### config.mk
export PLATFORM = sky130hd
export DESIGN_NAME = dcbt_top
export DESIGN_NICKNAME = d
export VERILOG_FILES = /design/src/dcbt_buf.v /design/src/dcbt_top.v
export VERILOG_INCLUDE_DIRS = /design/src
export SDC_FILE = /design/constraint.sdc
export NUM_CORES = 1
export LEC_CHECK = 0
export CAP_MARGIN = 20
export CELL_PAD_IN_SITES_DETAIL_PLACEMENT = 1
export CELL_PAD_IN_SITES_GLOBAL_PLACEMENT = 2
export CORE_ASPECT_RATIO = 0.8
export CORE_MARGIN = 2
export CORE_UTILIZATION = 46
export DETAILED_ROUTE_END_ITERATION = 10
export DONT_BUFFER_PORTS = 1
export PLACE_DENSITY = 0.77
export SYNTH_ARGS = -nofsm -noshare
export SYNTH_HDL_FRONTEND = slang
export SYNTH_SLANG_ARGS = --single-unit
### constraint.sdc
create_clock -name hclk -period 5.35 [get_ports hclk]
set_input_delay 0.535 -clock hclk [delete_from_list [all_inputs] [get_ports hclk]]
set_output_delay 0.535 -clock hclk [all_outputs]
set_load 0.01 [all_outputs]
### src/dcbt_regs.vh
// Register map, field positions, reset values and bus codes of the DMA channel.
// Included by the channel top, its checker and its bench; holds definitions only.
`ifndef DCBT_REGS_VH
`define DCBT_REGS_VH

// ***********************************************
// Register offsets (low 24 address bits)
// ***********************************************
`define DCBT_SRC_OFS      24'hff_fc00
`define DCBT_DST_OFS      24'hff_fc04
`define DCBT_CNT_OFS      24'hff_fc0c
`define DCBT_BSZ_OFS      24'hff_fc10
`define DCBT_CTL_OFS      24'hff_fc14
`define DCBT_STS_OFS      24'hff_fc18
`define DCBT_MSK_OFS      24'hff_fc1c

// ***********************************************
// Control register fields
// ***********************************************
`define DCBT_TE_BIT       31
`define DCBT_NRD_BIT      26
`define DCBT_TIF_BIT      16
`define DCBT_SIZE_HI      15
`define DCBT_SIZE_LO      14
`define DCBT_MODE_HI      13
`define DCBT_MODE_LO      12
`define DCBT_SIZE_BYTE    2'h0
`define DCBT_SIZE_WORD    2'h1
`define DCBT_SIZE_LONG    2'h2
`define DCBT_MODE_NORMAL  2'h0
`define DCBT_MODE_BLOCK   2'h1

// ***********************************************
// Status and mask fields
// ***********************************************
`define DCBT_STS_END_BIT  0
`define DCBT_STS_BLK_BIT  1

// ***********************************************
// Reset values and sizes
// ***********************************************
`define DCBT_REG_RST      32'h0000_0000
`define DCBT_BUF_WORDS    5'h10
`define DCBT_BLEN_HI      31
`define DCBT_BLEN_LO      16

// ***********************************************
// AHB-Lite codes
// ***********************************************
`define DCBT_HTRANS_IDLE  2'h0
`define DCBT_HTRANS_NSEQ  2'h2

`endif

### src/dcbt_buf.v
// Block buffer of the DMA channel: 16 longwords, one write and one read port.
// Assumes one clock; read data appear one edge after the read address.
`timescale 1ns/1ps
`default_nettype none

module dcbt_buf (
   input  wire        clk,
   input  wire        we,
   input  wire [3:0]  waddr,
   input  wire [31:0] wdata,
   input  wire [3:0]  raddr,
   output reg  [31:0] rdata
);

   reg [31:0] mem [0:15];

   always @(posedge clk) begin
      if (we) begin
         mem[waddr] <= wdata;
      end
      rdata <= mem[raddr];
   end

endmodule // dcbt_buf

`default_nettype wire

### src/dcbt_top.v
// One DMA channel: AHB-Lite register slave plus an AHB-Lite master that copies
// data from source to destination, single transfers, in normal or block mode.
// Assumes hclk at 40 MHz, xfer_req driven by logic on hclk, one slave on the
// master port whose hreadyout is m_hready.
//
// Contract
// - Read start address comes from a 32-bit writable source address register.
// - Write start address comes from a 32-bit writable destination address register.
// - Total bytes to move come from a 32-bit transfer count register.
// - Block size register sets block length, used only in block mode.
// - Block size 0x00040004 means four longwords, sixteen bytes per block.
// - Transfers run only while control bit 31 is one; the code tests it only in S_IDLE, so a block under way completes.
// - Delay bit 26 clear: next request accepted right after completion.
// - Delay bit 26 set: next request accepted one cycle after completion.
// - Interrupt flag at control bit 16, readable, write may only clear it.
// - Flag set when the counter requests transfer end, else reads zero.
// - Bits 15:14 select access width; code 10 means longword accesses.
// - Bits 13:12 select mode; code 01 means block transfer mode.
//
// Local design decision: the AHB-Lite interface to the registers.
`timescale 1ns/1ps
`default_nettype none
`include "dcbt_regs.vh"

module dcbt_top (
   input  wire        hclk,
   input  wire        hresetn,
   input  wire        hsel,
   input  wire [31:0] haddr,
   input  wire [1:0]  htrans,
   input  wire        hwrite,
   input  wire [2:0]  hsize,
   input  wire [31:0] hwdata,
   input  wire        hready,
   output reg         hreadyout,
   output reg         hresp,
   output reg  [31:0] hrdata,
   output reg  [31:0] m_haddr,
   output reg  [1:0]  m_htrans,
   output reg         m_hwrite,
   output reg  [2:0]  m_hsize,
   output reg  [31:0] m_hwdata,
   input  wire [31:0] m_hrdata,
   input  wire        m_hready,
   input  wire        xfer_req,
   output reg         irq
);

   // ***********************************************
   // States
   // ***********************************************
   localparam [6:0] S_IDLE = 7'b000_0001;
   localparam [6:0] S_RA   = 7'b000_0010;
   localparam [6:0] S_RD   = 7'b000_0100;
   localparam [6:0] S_WP   = 7'b000_1000;
   localparam [6:0] S_WA   = 7'b001_0000;
   localparam [6:0] S_WD   = 7'b010_0000;
   localparam [6:0] S_GAP  = 7'b100_0000;

   localparam [2:0] R_SRC  = 3'd0;
   localparam [2:0] R_DST  = 3'd1;
   localparam [2:0] R_CNT  = 3'd2;
   localparam [2:0] R_BSZ  = 3'd3;
   localparam [2:0] R_CTL  = 3'd4;
   localparam [2:0] R_STS  = 3'd5;
   localparam [2:0] R_MSK  = 3'd6;
   localparam [2:0] R_NONE = 3'd7;

   // ***********************************************
   // Functions
   // ***********************************************
   function [2:0] dcbt_dec;
      input [31:0] a;
      begin
         case (a[23:0])
            `DCBT_SRC_OFS: dcbt_dec = R_SRC;
            `DCBT_DST_OFS: dcbt_dec = R_DST;
            `DCBT_CNT_OFS: dcbt_dec = R_CNT;
            `DCBT_BSZ_OFS: dcbt_dec = R_BSZ;
            `DCBT_CTL_OFS: dcbt_dec = R_CTL;
            `DCBT_STS_OFS: dcbt_dec = R_STS;
            `DCBT_MSK_OFS: dcbt_dec = R_MSK;
            default:       dcbt_dec = R_NONE;
         endcase
      end
   endfunction

   function [31:0] dcbt_step;
      input [1:0] sz;
      begin
         case (sz)
            `DCBT_SIZE_BYTE: dcbt_step = 32'h0000_0001;
            `DCBT_SIZE_WORD: dcbt_step = 32'h0000_0002;
            default:         dcbt_step = 32'h0000_0004;
         endcase
      end
   endfunction

   // ***********************************************
   // Registers
   // ***********************************************
   reg  [31:0] src_q;
   reg  [31:0] dst_q;
   reg  [31:0] cnt_q;
   reg  [31:0] bsz_q;
   reg         te_q;
   reg         nrd_q;
   reg         tif_q;
   reg  [1:0]  size_q;
   reg  [1:0]  mode_q;
   reg  [1:0]  sts_q;
   reg  [1:0]  msk_q;
   reg  [6:0]  st_q;
   reg  [4:0]  idx_q;
   reg  [4:0]  nw_q;
   reg  [31:0] rleft_q;
   reg         wr_pend_q;
   reg  [2:0]  wsel_q;

   reg  [1:0]  sts_d;
   reg  [31:0] rd_val;
   reg  [4:0]  blen;

   wire [31:0] step     = dcbt_step(size_q);
   wire        busy     = (st_q != S_IDLE) && (st_q != S_GAP);
   wire        acc      = hsel & htrans[1] & hready;
   wire [2:0]  asel     = dcbt_dec(haddr);
   wire        rd_sts   = acc & ~hwrite & (asel == R_STS);
   wire        m_ack    = m_hready;
   wire        end_ev   = (st_q == S_WD) && m_ack && (cnt_q <= step);
   wire        blk_ev   = (st_q == S_WD) && m_ack && !end_ev && ((idx_q + 5'd1) == nw_q);
   wire        rd_last  = ((idx_q + 5'd1) == nw_q) || (rleft_q <= step);
   wire [31:0] ctl_val  = {te_q, 4'h0, nrd_q, 9'h000, tif_q, size_q, mode_q, 12'h000};
   wire        buf_we   = (st_q == S_RD) && m_ack;
   wire [4:0]  ridx     = (st_q == S_WD) ? (idx_q + 5'd1) : idx_q;
   wire [31:0] buf_rd;
   wire [15:0] bs_words = bsz_q[`DCBT_BLEN_HI:`DCBT_BLEN_LO];

   // ***********************************************
   // Block buffer
   // ***********************************************
   dcbt_buf u_buf (
      .clk   (hclk),
      .we    (buf_we),
      .waddr (idx_q[3:0]),
      .wdata (m_hrdata),
      .raddr (ridx[3:0]),
      .rdata (buf_rd)
   );

   // ***********************************************
   // Read mux and block length
   // ***********************************************
   always @* begin
      case (asel)
         R_SRC:   rd_val = src_q;
         R_DST:   rd_val = dst_q;
         R_CNT:   rd_val = cnt_q;
         R_BSZ:   rd_val = bsz_q;
         R_CTL:   rd_val = ctl_val;
         R_STS:   rd_val = {30'h0000_0000, sts_q};
         R_MSK:   rd_val = {30'h0000_0000, msk_q};
         default: rd_val = `DCBT_REG_RST;
      endcase
   end

   // Words per block, clipped to the buffer
   always @* begin
      if (mode_q != `DCBT_MODE_BLOCK) begin
         blen = 5'd1;
      end else if (bs_words == 16'h0000) begin
         blen = 5'd1;
      end else if (bs_words > {11'h000, `DCBT_BUF_WORDS}) begin
         blen = `DCBT_BUF_WORDS;
      end else begin
         blen = bs_words[4:0];
      end
   end

   // Sticky status: set wins over read-clear
   always @* begin
      sts_d = rd_sts ? 2'b00 : sts_q;
      if (end_ev) begin
         sts_d[`DCBT_STS_END_BIT] = 1'b1;
      end
      if (blk_ev) begin
         sts_d[`DCBT_STS_BLK_BIT] = 1'b1;
      end
   end

   // ***********************************************
   // Slave side
   // ***********************************************
   always @(posedge hclk or negedge hresetn) begin
      if (!hresetn) begin
         hreadyout <= 1'b1;
         hresp     <= 1'b0;
         hrdata    <= `DCBT_REG_RST;
         wr_pend_q <= 1'b0;
         wsel_q    <= R_NONE;
         sts_q     <= 2'b00;
         irq       <= 1'b0;
      end else begin
         hreadyout <= 1'b1;
         hresp     <= 1'b0;
         wr_pend_q <= acc & hwrite;
         if (acc) begin
            wsel_q <= asel;
         end
         if (acc & ~hwrite) begin
            hrdata <= rd_val;
         end
         sts_q <= sts_d;
         irq   <= |(sts_d & ((wr_pend_q && wsel_q == R_MSK) ? hwdata[1:0] : msk_q));
      end
   end

   // ***********************************************
   // Registers and transfer engine
   // ***********************************************
   always @(posedge hclk or negedge hresetn) begin
      if (!hresetn) begin
         src_q    <= `DCBT_REG_RST;
         dst_q    <= `DCBT_REG_RST;
         cnt_q    <= `DCBT_REG_RST;
         bsz_q    <= `DCBT_REG_RST;
         te_q     <= 1'b0;
         nrd_q    <= 1'b0;
         tif_q    <= 1'b0;
         size_q   <= `DCBT_SIZE_BYTE;
         mode_q   <= `DCBT_MODE_NORMAL;
         msk_q    <= 2'b00;
         st_q     <= S_IDLE;
         idx_q    <= 5'd0;
         nw_q     <= 5'd1;
         rleft_q  <= `DCBT_REG_RST;
         m_haddr  <= `DCBT_REG_RST;
         m_htrans <= `DCBT_HTRANS_IDLE;
         m_hwrite <= 1'b0;
         m_hsize  <= 3'b000;
         m_hwdata <= `DCBT_REG_RST;
      end else begin
         // Software writes, data phase
         if (wr_pend_q) begin
            case (wsel_q)
               R_SRC: if (!busy) src_q <= hwdata;
               R_DST: if (!busy) dst_q <= hwdata;
               R_CNT: if (!busy) cnt_q <= hwdata;
               R_BSZ: if (!busy) bsz_q <= hwdata;
               R_CTL: begin
                  te_q   <= hwdata[`DCBT_TE_BIT];
                  nrd_q  <= hwdata[`DCBT_NRD_BIT];
                  size_q <= hwdata[`DCBT_SIZE_HI:`DCBT_SIZE_LO];
                  mode_q <= hwdata[`DCBT_MODE_HI:`DCBT_MODE_LO];
                  if (!hwdata[`DCBT_TIF_BIT]) begin
                     tif_q <= 1'b0;
                  end
               end
               R_MSK: msk_q <= hwdata[1:0];
               default: ;
            endcase
         end
         // Engine
         case (st_q)
            S_IDLE: begin
               if (te_q && (cnt_q != 32'h0000_0000) && xfer_req) begin
                  nw_q     <= blen;
                  idx_q    <= 5'd0;
                  rleft_q  <= cnt_q;
                  m_haddr  <= src_q;
                  m_hwrite <= 1'b0;
                  m_hsize  <= {1'b0, (size_q == 2'b11) ? `DCBT_SIZE_LONG : size_q};
                  m_htrans <= `DCBT_HTRANS_NSEQ;
                  st_q     <= S_RA;
               end
            end
            S_RA: begin
               if (m_ack) begin
                  m_htrans <= `DCBT_HTRANS_IDLE;
                  st_q     <= S_RD;
               end
            end
            S_RD: begin
               if (m_ack) begin
                  src_q   <= src_q + step;
                  rleft_q <= (rleft_q > step) ? (rleft_q - step) : 32'h0000_0000;
                  if (rd_last) begin
                     nw_q  <= idx_q + 5'd1;
                     idx_q <= 5'd0;
                     st_q  <= S_WP;
                  end else begin
                     idx_q    <= idx_q + 5'd1;
                     m_haddr  <= src_q + step;
                     m_htrans <= `DCBT_HTRANS_NSEQ;
                     st_q     <= S_RA;
                  end
               end
            end
            S_WP: begin
               // Buffer read latency before the first write
               m_haddr  <= dst_q;
               m_hwrite <= 1'b1;
               m_htrans <= `DCBT_HTRANS_NSEQ;
               st_q     <= S_WA;
            end
            S_WA: begin
               if (m_ack) begin
                  m_htrans <= `DCBT_HTRANS_IDLE;
                  m_hwdata <= buf_rd;
                  st_q     <= S_WD;
               end
            end
            S_WD: begin
               if (m_ack) begin
                  dst_q <= dst_q + step;
                  cnt_q <= (cnt_q > step) ? (cnt_q - step) : 32'h0000_0000;
                  if (end_ev) begin
                     te_q     <= 1'b0;
                     tif_q    <= 1'b1;
                     m_hwrite <= 1'b0;
                     st_q     <= nrd_q ? S_GAP : S_IDLE;
                  end else if (blk_ev) begin
                     m_hwrite <= 1'b0;
                     st_q     <= nrd_q ? S_GAP : S_IDLE;
                  end else begin
                     idx_q    <= idx_q + 5'd1;
                     m_haddr  <= dst_q + step;
                     m_htrans <= `DCBT_HTRANS_NSEQ;
                     st_q     <= S_WA;
                  end
               end
            end
            S_GAP: begin
               st_q <= S_IDLE;
            end
            default: begin
               st_q     <= S_IDLE;
               m_htrans <= `DCBT_HTRANS_IDLE;
            end
         endcase
      end
   end

endmodule // dcbt_top

`default_nettype wire

==> results of run 1 <==
-- kinds of logic (layout without fill, tap and decap cells) --
kind of cell	Yosys count	in the layout	share of synthesized area (%)
flops	837	837	62.8
simple gates	678	678	9.16
compound gates	626	626	11.2
mux	253	253	12.5
buf+inv	233	324	2.79
xor+xnor	30	30	0.780
fa+ha+maj	21	21	0.787
other cells	2	6	0.0202
-- worst reg2reg max path: stages (launching register included) --
cell and delay, ns:
dfrtp_1 0.48, inv_1 0.29, nand2_1 0.53, fa_1 0.36, a21o_1 0.22, a21oi_1 0.13
nand4_1 0.30, nand3_1 0.23, a211oi_4 0.63, buf_4 0.38, buf_4 0.42, nor2b_1 0.09
a31o_1 0.20
-- power groups by stage --
stage	clock network [mW]	registers (mW)	logic (mW)
detailed placement	0	8.09	2.31
floorplan	0	7.73	1.87
global placement	0	8.07	2.21
global route	6.70	8.03	2.73
finish	6.38	7.99	2.49
CTS	6.47	7.97	2.42
-- registers in the layout, indices dropped and copies added (netlist names), 2 cells and up --
name	cells
u_buf.rdata	32
mode_q	2
m_hwdata	32
m_haddr	32
hrdata	32
sts_q	2
size_q	2
rleft_q	32
wsel_q	3
u_buf.mem	512
bsz_q	32
src_q	32
m_hsize	2
idx_q	5
dst_q	32
msk_q	2
cnt_q	32
nw_q	5
st_q	7
-- area by class of cell --
cell class / count / area [um^2]
diodes: 2 / 5.00
clock buffers: 115 / 2390
clock inverters: 42 / 611
fillers: 7730 / 38200
inverters: 36 / 135
multi-input cells: 1612 / 13100
flip-flops and latches: 837 / 23400
well taps: 1045 / 1310
repair buffers: 131 / 1270
-- layout by cell type, fill, tap and decap left out, types with 14 or more instances in the layout --
cell / Yosys / final
nand2b_1: 17 / 17
ha_1: 17 / 16
clkinv_2: 0 / 14
nand3_1: 63 / 60
xor2_1: 16 / 14
buf_4: 8 / 59
o21ai_0: 169 / 169
mux2i_1: 15 / 15
edfxtp_1: 512 / 512
nor2_1: 199 / 186
a311oi_1: 18 / 18
o22ai_1: 20 / 20
clkbuf_1: 116 / 18
o221a_2: 14 / 14
a221oi_1: 29 / 29
dfrtp_1: 288 / 288
nand4_1: 23 / 23
dfxtp_1: 32 / 32
clkbuf_16: 0 / 88
a21oi_1: 142 / 140
a22oi_1: 25 / 25
mux4_2: 160 / 160
nand2_1: 165 / 165
mux2_2: 78 / 78
a31oi_1: 22 / 22
nor4_1: 33 / 32
a21o_1: 25 / 25
nor3_1: 56 / 52
a22o_1: 41 / 41
inv_1: 35 / 35
and3_1: 24 / 23
dlygate4sd3_1: 0 / 61
-- how the worst min path moves through the flow --
| stage | to | slack (ns) | start | cells after the start |
|---|---|---|---|---|
| floorplan | bsz_q[0] | 0.24 | hresetn | 0 |
| global placement | m_hwdata[30] | 0.26 | hresetn | 0 |
| detailed placement | m_hwdata[30] | 0.27 | hresetn | 0 |
| CTS | m_hwdata[31] | -0.44 | hresetn | 0 |
| global route | m_hwdata[31] | -0.46 | hresetn | 0 |
| finish | m_hwdata[31] | -0.42 | hresetn | 0 |
-- per-layer routing --
layer | track usage (%) | up-vias | routed length, um
met4 | 7.97 | 8 | 2940
met2 | 44.7 | 974 | 55500
li1 | - | 10515 | -
met1 | 40.8 | 13322 | 51300
met3 | 5.79 | 194 | 8500
met5 | 0 | - | 46
-- metrics by stage --
stage | worst slack, ns | utilization (%)
2_1_floorplan | 0.763 | -
3_3_place_gp | 1.11 | 47.9
3_5_place_dp | 1.08 | 47.9
4_1_cts | 1.03 | 52.4
5_1_grt | 0.850 | 52.5
6_report | 0.967 | 52.5
==> key figures, run 1 <==
Logic synthesis
  • Syn Inst Count: 2,680
  • Main synth FF type: edfxtp_1
  • FF+latch count, synth: 837
  • Ys Warns: 0
  • Synth top cells by count: 512 x edfxtp_1, 288 x dfrtp_1, 199 x nor2_1
  • Top cells by area, synth: edfxtp_1 41%, dfrtp_1 19%, mux4_2 9.7%
  • Sequential fraction of the synthesis area: 62.8%
  • Proportion of netlist area held by the largest area contributor: roughly two fifths
  • Syn Area/Cell: 13.9 um^2
  • Largest area contributor in the netlist: edfxtp_1
  • Post-synth EDFFs: 512
  • Post-Syn Area: 0.0372 mm^2
  • Most frequent cell after synthesis: edfxtp_1
  • Synth async-reset ratio: between 30% and 40%
  • Yosys cell types: 97

CTS
  • Clk_lat worst skew: 0.67 ns
  • Total CTS buffers: 86
  • Setup Buffers After CTS: 0
  • Worst-path clk slew: 0.06 ns
  • Post-cts resize count: 0
  • Clock Tree Buf Depth: 3
  • CTS root buf: clkbuf_16
  • Hold_buf cts: 61
  • Clock Sinks: between 800 and 900
  • CTS tree: built
  • Max H-tree Level: 3

Die
  • Initial Utilization: 46.3%
  • DIE AREA: 0.0832 mm^2
  • Die Ht: 258 um
  • Rows: 93
  • Core area: 0.0803 mm^2
  • Io pins: around 210
  • Die X: 322 um

Pwr
  • Pint: roughly 12 mW
  • Tot Pwr: ~17 mW
  • Sw Share: 29.5%
  • Sw power: 4.97 mW
  • Reg power frac: 47.4%
  • Worst vdd ir: around 250 uV
  • Logic pwr share: 14.8%
  • Leakage: 15.4 nW
  • PwrDens: 400 mW/mm^2
  • Clk pwr share: a little under two fifths

Final layout
  • Fin nets: between 2,000 and 3,000
  • Share of layout cells above drive strength 1: 19.1%
  • Finished layout cell area: between 0.04 and 0.05 mm^2
  • Final cell count without fillers: ~3,800
  • P&R area growth vs syn: 13.3%

Global routing
  • Initial antenna violation count: 7
  • Vias in the first global route: around 26,000
  • Largest net degree at the start of global routing: 294
  • First-pass GRT wire length: ~180 mm
  • Gr usage total: 28.5%
  • Overflow after GRT: 0

Setup path
  • CP max FO: 37
  • WP depth: 12
  • Kind of critical path: reg -> reg
  • Bufs and invs on worst path: 3
  • CP max stage cell: a211oi_4
  • Reg2Reg Depth: 12
  • Worst r2r dst: m_haddr[13]
  • CP Capture Point: m_haddr[13]
  • Top Family by Delay on Critical Path: compound AO/OA/AOI/OAI gates
  • Crit path top cell by count: buf_4
  • Startpoint Class: flip-flop
  • Critical Path RT: 5.88 ns
  • Critical Path AT: 4.92 ns
  • Slowest cell delay on critical path: 0.63 ns
  • Worst setup startpoint: size_q[1]
  • CP cell instances: inv_1, nand2_1, fa_1, a21o_1, a21oi_1, nand4_1, nand3_1, a211oi_4, buf_4, buf_4, nor2b_1, a31o_1
  • R2R Path Start: size_q[1]
  • R2r setup slk: about 0.97 ns
  • Crit. End Element: flip-flop

STA
  • Clock period minus worst slack: between 4 and 5 ns
  • Final Hold Viols: 288
  • RSZ-0062 raised after global routing: no
  • Hold_ws: -0.418 ns
  • Slew @ Worst Pin: 1.15 ns
  • Final setup fails: 0
  • Final setup TNS: 0 ns
  • Tcrit/Tclk final: about four fifths
  • Fmax: 228 MHz
  • Clock Skew: 0.0493 ns
  • Slew margin rel.: 23.4%
  • Slew Viols, Final: 0

Min path
  • Hold Path Class: in -> async

Run status
  • Outcome: finished, violations left
  • Failing checks: hold timing

Placement
  • Number of port buffers: 0
  • Placed cell areas: 0.0384 mm^2
  • Placed cell count: 3,597
  • Post-DP HPWL: 75.8 mm
  • Gpl congestion: 0.910

Detailed routing
  • Drt pass-1 iters: 6
  • Vias: 25,013
  • Vias per std cell: 6.55
  • Detailed Route WL: roughly 120 mm
  • Final antenna-violating net count: 0
  • DR DRC count: 0
  • Routed WL per cell: slightly above 30 um
  • Detailed Route Iter0 Violations: 2,775

Job
  • Max Cap Viol: 0
Power figures use the tool's default switching activity.
==> inputs of run 2 (changes only) <==
Settings changed: CORE_UTILIZATION 46 to 41, PLACE_DENSITY 0.77 to 0.72.
Clock period 5.35 ns to 3.8 ns, I/O delays scaled along.
==> run 2 against run 1 <==
  * The flow still finishes with violations (hold timing)
  * Count of clock-buffer cells in the layout up 2
  * Via count rose by 0.86%
  * Wire length grew 1.4%
  * Clock skew decreased by 0.024 ns
  * Critical path type unchanged
  * Largest power group unchanged
==> key figures, run 2 (synthesis gave the netlist of run 1 again) <==
STA
  • Hold_ws: -0.590 ns (was -0.418 ns)
  • Final setup fails: 0 (unchanged)
  • Fmax: 278 MHz (was 228 MHz)
  • Slew margin rel.: 17.5% (was 23.4%)
  • Slew Viols, Final: 0 (unchanged)
  • Clock Skew: 0.0255 ns (was 0.0493 ns)
  • Final Hold Viols: 293 (was 288)
  • RSZ-0062 raised after global routing: no (unchanged)
  • Tcrit/Tclk final: 94.6% (was 81.9%)
  • Clock period minus worst slack: 3.59 ns (was 4.38 ns)
  • Slew @ Worst Pin: 1.24 ns (was 1.15 ns)

Final layout
  • Biggest register: u_buf.mem (unchanged)
  • Reg area: 0.0234 mm^2 (unchanged)
  • Utilization after layout: 47.9% (was 52.5%)
  • Commonest non-fill, non-tap cell in the layout: edfxtp_1 (unchanged)
  • Multi-input gate area in the final layout: 0.0131 mm^2 (about the same)
  • Fillers: 8,851 (was 7,730)
  • Most frequent cells in the layout: 512 x edfxtp_1, 288 x dfrtp_1, 186 x nor2_1, 169 x o21ai_0, 165 x nand2_1 (unchanged)
  • Fin nets: 2,902 (was 2,833)
  • Share of layout cells above drive strength 1: 20.7% (was 19.1%)
  • Largest register FFs: 512 (unchanged)
  • P&R area growth vs syn: 15.5% (was 13.3%)

CTS
  • Clk_lat worst skew: 0.67 ns (about the same)
  • CTS root buf: clkbuf_16 (unchanged)
  • Max H-tree Level: 3 (unchanged)
  • Clock Tree Buf Depth: 3 (unchanged)
  • CTS tree: built (unchanged)
  • Worst-path clk slew: 0.06 ns (about the same)
  • Clock Sinks: 837 (unchanged)
  • Setup Buffers After CTS: 0 (unchanged)
  • Hold_buf cts: 70 (was 61)
  • Total CTS buffers: 88 (was 86)

Setup path
  • Top Family by Delay on Critical Path: simple AND/OR/NAND/NOR gates (was compound AO/OA/AOI/OAI gates)
  • Worst setup startpoint: size_q[1] (unchanged)
  • Critical Path AT: 4.13 ns (was 4.92 ns)
  • Crit. End Element: flip-flop (unchanged)
  • Kind of critical path: reg -> reg (unchanged)
  • Reg2Reg Depth: 13 (was 12)
  • CP cell instances: buf_4, inv_1, nand2_1, inv_1, fa_1, a21o_1, nand3_1, buf_4, nor3_1, a21oi_1, o21ai_0, o311a_1, a21oi_1 (was inv_1, nand2_1, fa_1, a21o_1, a21oi_1, nand4_1, nand3_1, a211oi_4, buf_4, buf_4, nor2b_1, a31o_1)
  • CP max FO: 6 (was 37)
  • Slowest cell delay on critical path: 0.59 ns (was 0.63 ns)
  • WP depth: 13 (was 12)
  • CP max stage cell: nor3_1 (was a211oi_4)
  • Startpoint Class: flip-flop (unchanged)
  • Bufs and invs on worst path: 4 (was 3)
  • Critical Path RT: 4.34 ns (was 5.88 ns)
  • R2R Path Start: size_q[1] (unchanged)

Die
  • Initial Utilization: 41.5% (was 46.3%)
  • Io pins: 213 (unchanged)
  • DIE AREA: 0.0932 mm^2 (was 0.0832 mm^2)
  • Die X: 341 um (was 322 um)
  • Core area: 0.0896 mm^2 (was 0.0803 mm^2)
  • Die Ht: 273 um (was 258 um)
  • Rows: 98 (was 93)

Placement
  • Gpl congestion: 0.903 (was 0.910)
  • Post-DP HPWL: 78.1 mm (was 75.8 mm)
  • Number of port buffers: 0 (unchanged)

Detailed routing
  • Drt pass-1 iters: 6 (unchanged)
  • Final antenna-violating net count: 0 (unchanged)
  • Vias: 25,227 (was 25,013)
  • Vias per std cell: 6.23 (was 6.55)
  • Routed WL per cell: 29.6 um (was 31.0 um)
  • DR DRC count: 0 (unchanged)
  • Detailed Route WL: 120 mm (was 118 mm)
  • Detailed Route Iter0 Violations: 2,771 (was 2,775)

Global routing
  • Initial antenna violation count: 4 (was 7)
  • Largest net degree at the start of global routing: 294 (unchanged)
  • Vias in the first global route: 26,206 (was 25,799)
  • First-pass GRT wire length: 180 mm (was 175 mm)
  • Gr usage total: 25.9% (was 28.5%)
  • Overflow after GRT: 0 (unchanged)

Pwr
  • Leakage: 15.7 nW (was 15.4 nW)
  • Worst vdd ir: 530 uV (was 253 uV)
  • PwrDens: 549 mW/mm^2 (was 400 mW/mm^2)

Min path
  • Hold Path Class: in -> async (unchanged)

Run status
  • Failing checks: hold timing (unchanged)
  • Outcome: finished, violations left (unchanged)

Job
  • Max Cap Viol: 0 (unchanged)
[run 2: changes by cell type in the layout (fill, tap and decap cells not counted), moves of 2 or more]
cell	change
clkbuf_8	-2
clkbuf_1	+4
nor3_2	-3
buf_12	+17
clkinv_2	+11
bufinv_16	-6
buf_4	+44
dlygate4sd3_1	+9
nor3_4	+4
[run 2: through the flow]
stage	setup WS, ns	std cells	TNS, ns	total power, mW	area (um^2)
after global placement	0.332	3811	0	14.7	39300
after CTS	0.252	4047	0	23.7	42900
final	0.206	4050	0	23.6	43000
after floorplan	-0.154	2682	-3.08	13.5	37200
after detailed placement	0.274	3811	0	14.8	39300
after global routing	0.00299	4049	0	24.5	42900
[run 2: worst paths after layout]
kind | end | slack [ns]
worst max-delay path | m_haddr[24] | 0.21
worst max register to register | m_haddr[24] | 0.21
worst min-delay path | m_hwdata[27] | -0.59
min in group hclk | src_q[28] | 0.04
worst min register to register | m_hwdata[25] | 0.46
max in group asynchronous | bsz_q[25] | 3.70
[run 2: timing repair]
action | CTS | global route
resized for setup | 0 | 2
endpoints found under the setup margin | 0 | 3
hold endpoints to repair | 951 | 293
[run 2: area by class of cell]
type / count / share of cell area [%]
Inverter: 36 / 0.315
Timing Repair Buffer: 198 / 4.60
Clock buffer: 117 / 5.54
Sequential cell: 837 / 54.4
Antenna cell: 1 / 0.00583
Tap cell: 1200 / 3.50
Multi-Input combinational cell: 1612 / 30.5
Clock inverter: 49 / 1.20
[run 2: per-layer routing]
layer	global-route usage [%]	wire, um
met5	0	13
met3	5.77	9720
met4	6.48	2490
met1	38.9	55000
met2	38.1	52800
[run 2: power by group]
group | switching, mW | total, mW | internal (mW)
registers | 0.965 | 11.2 | 10.2
logic | 2.38 | 3.75 | 1.38
clock network | 3.81 | 8.63 | 4.83
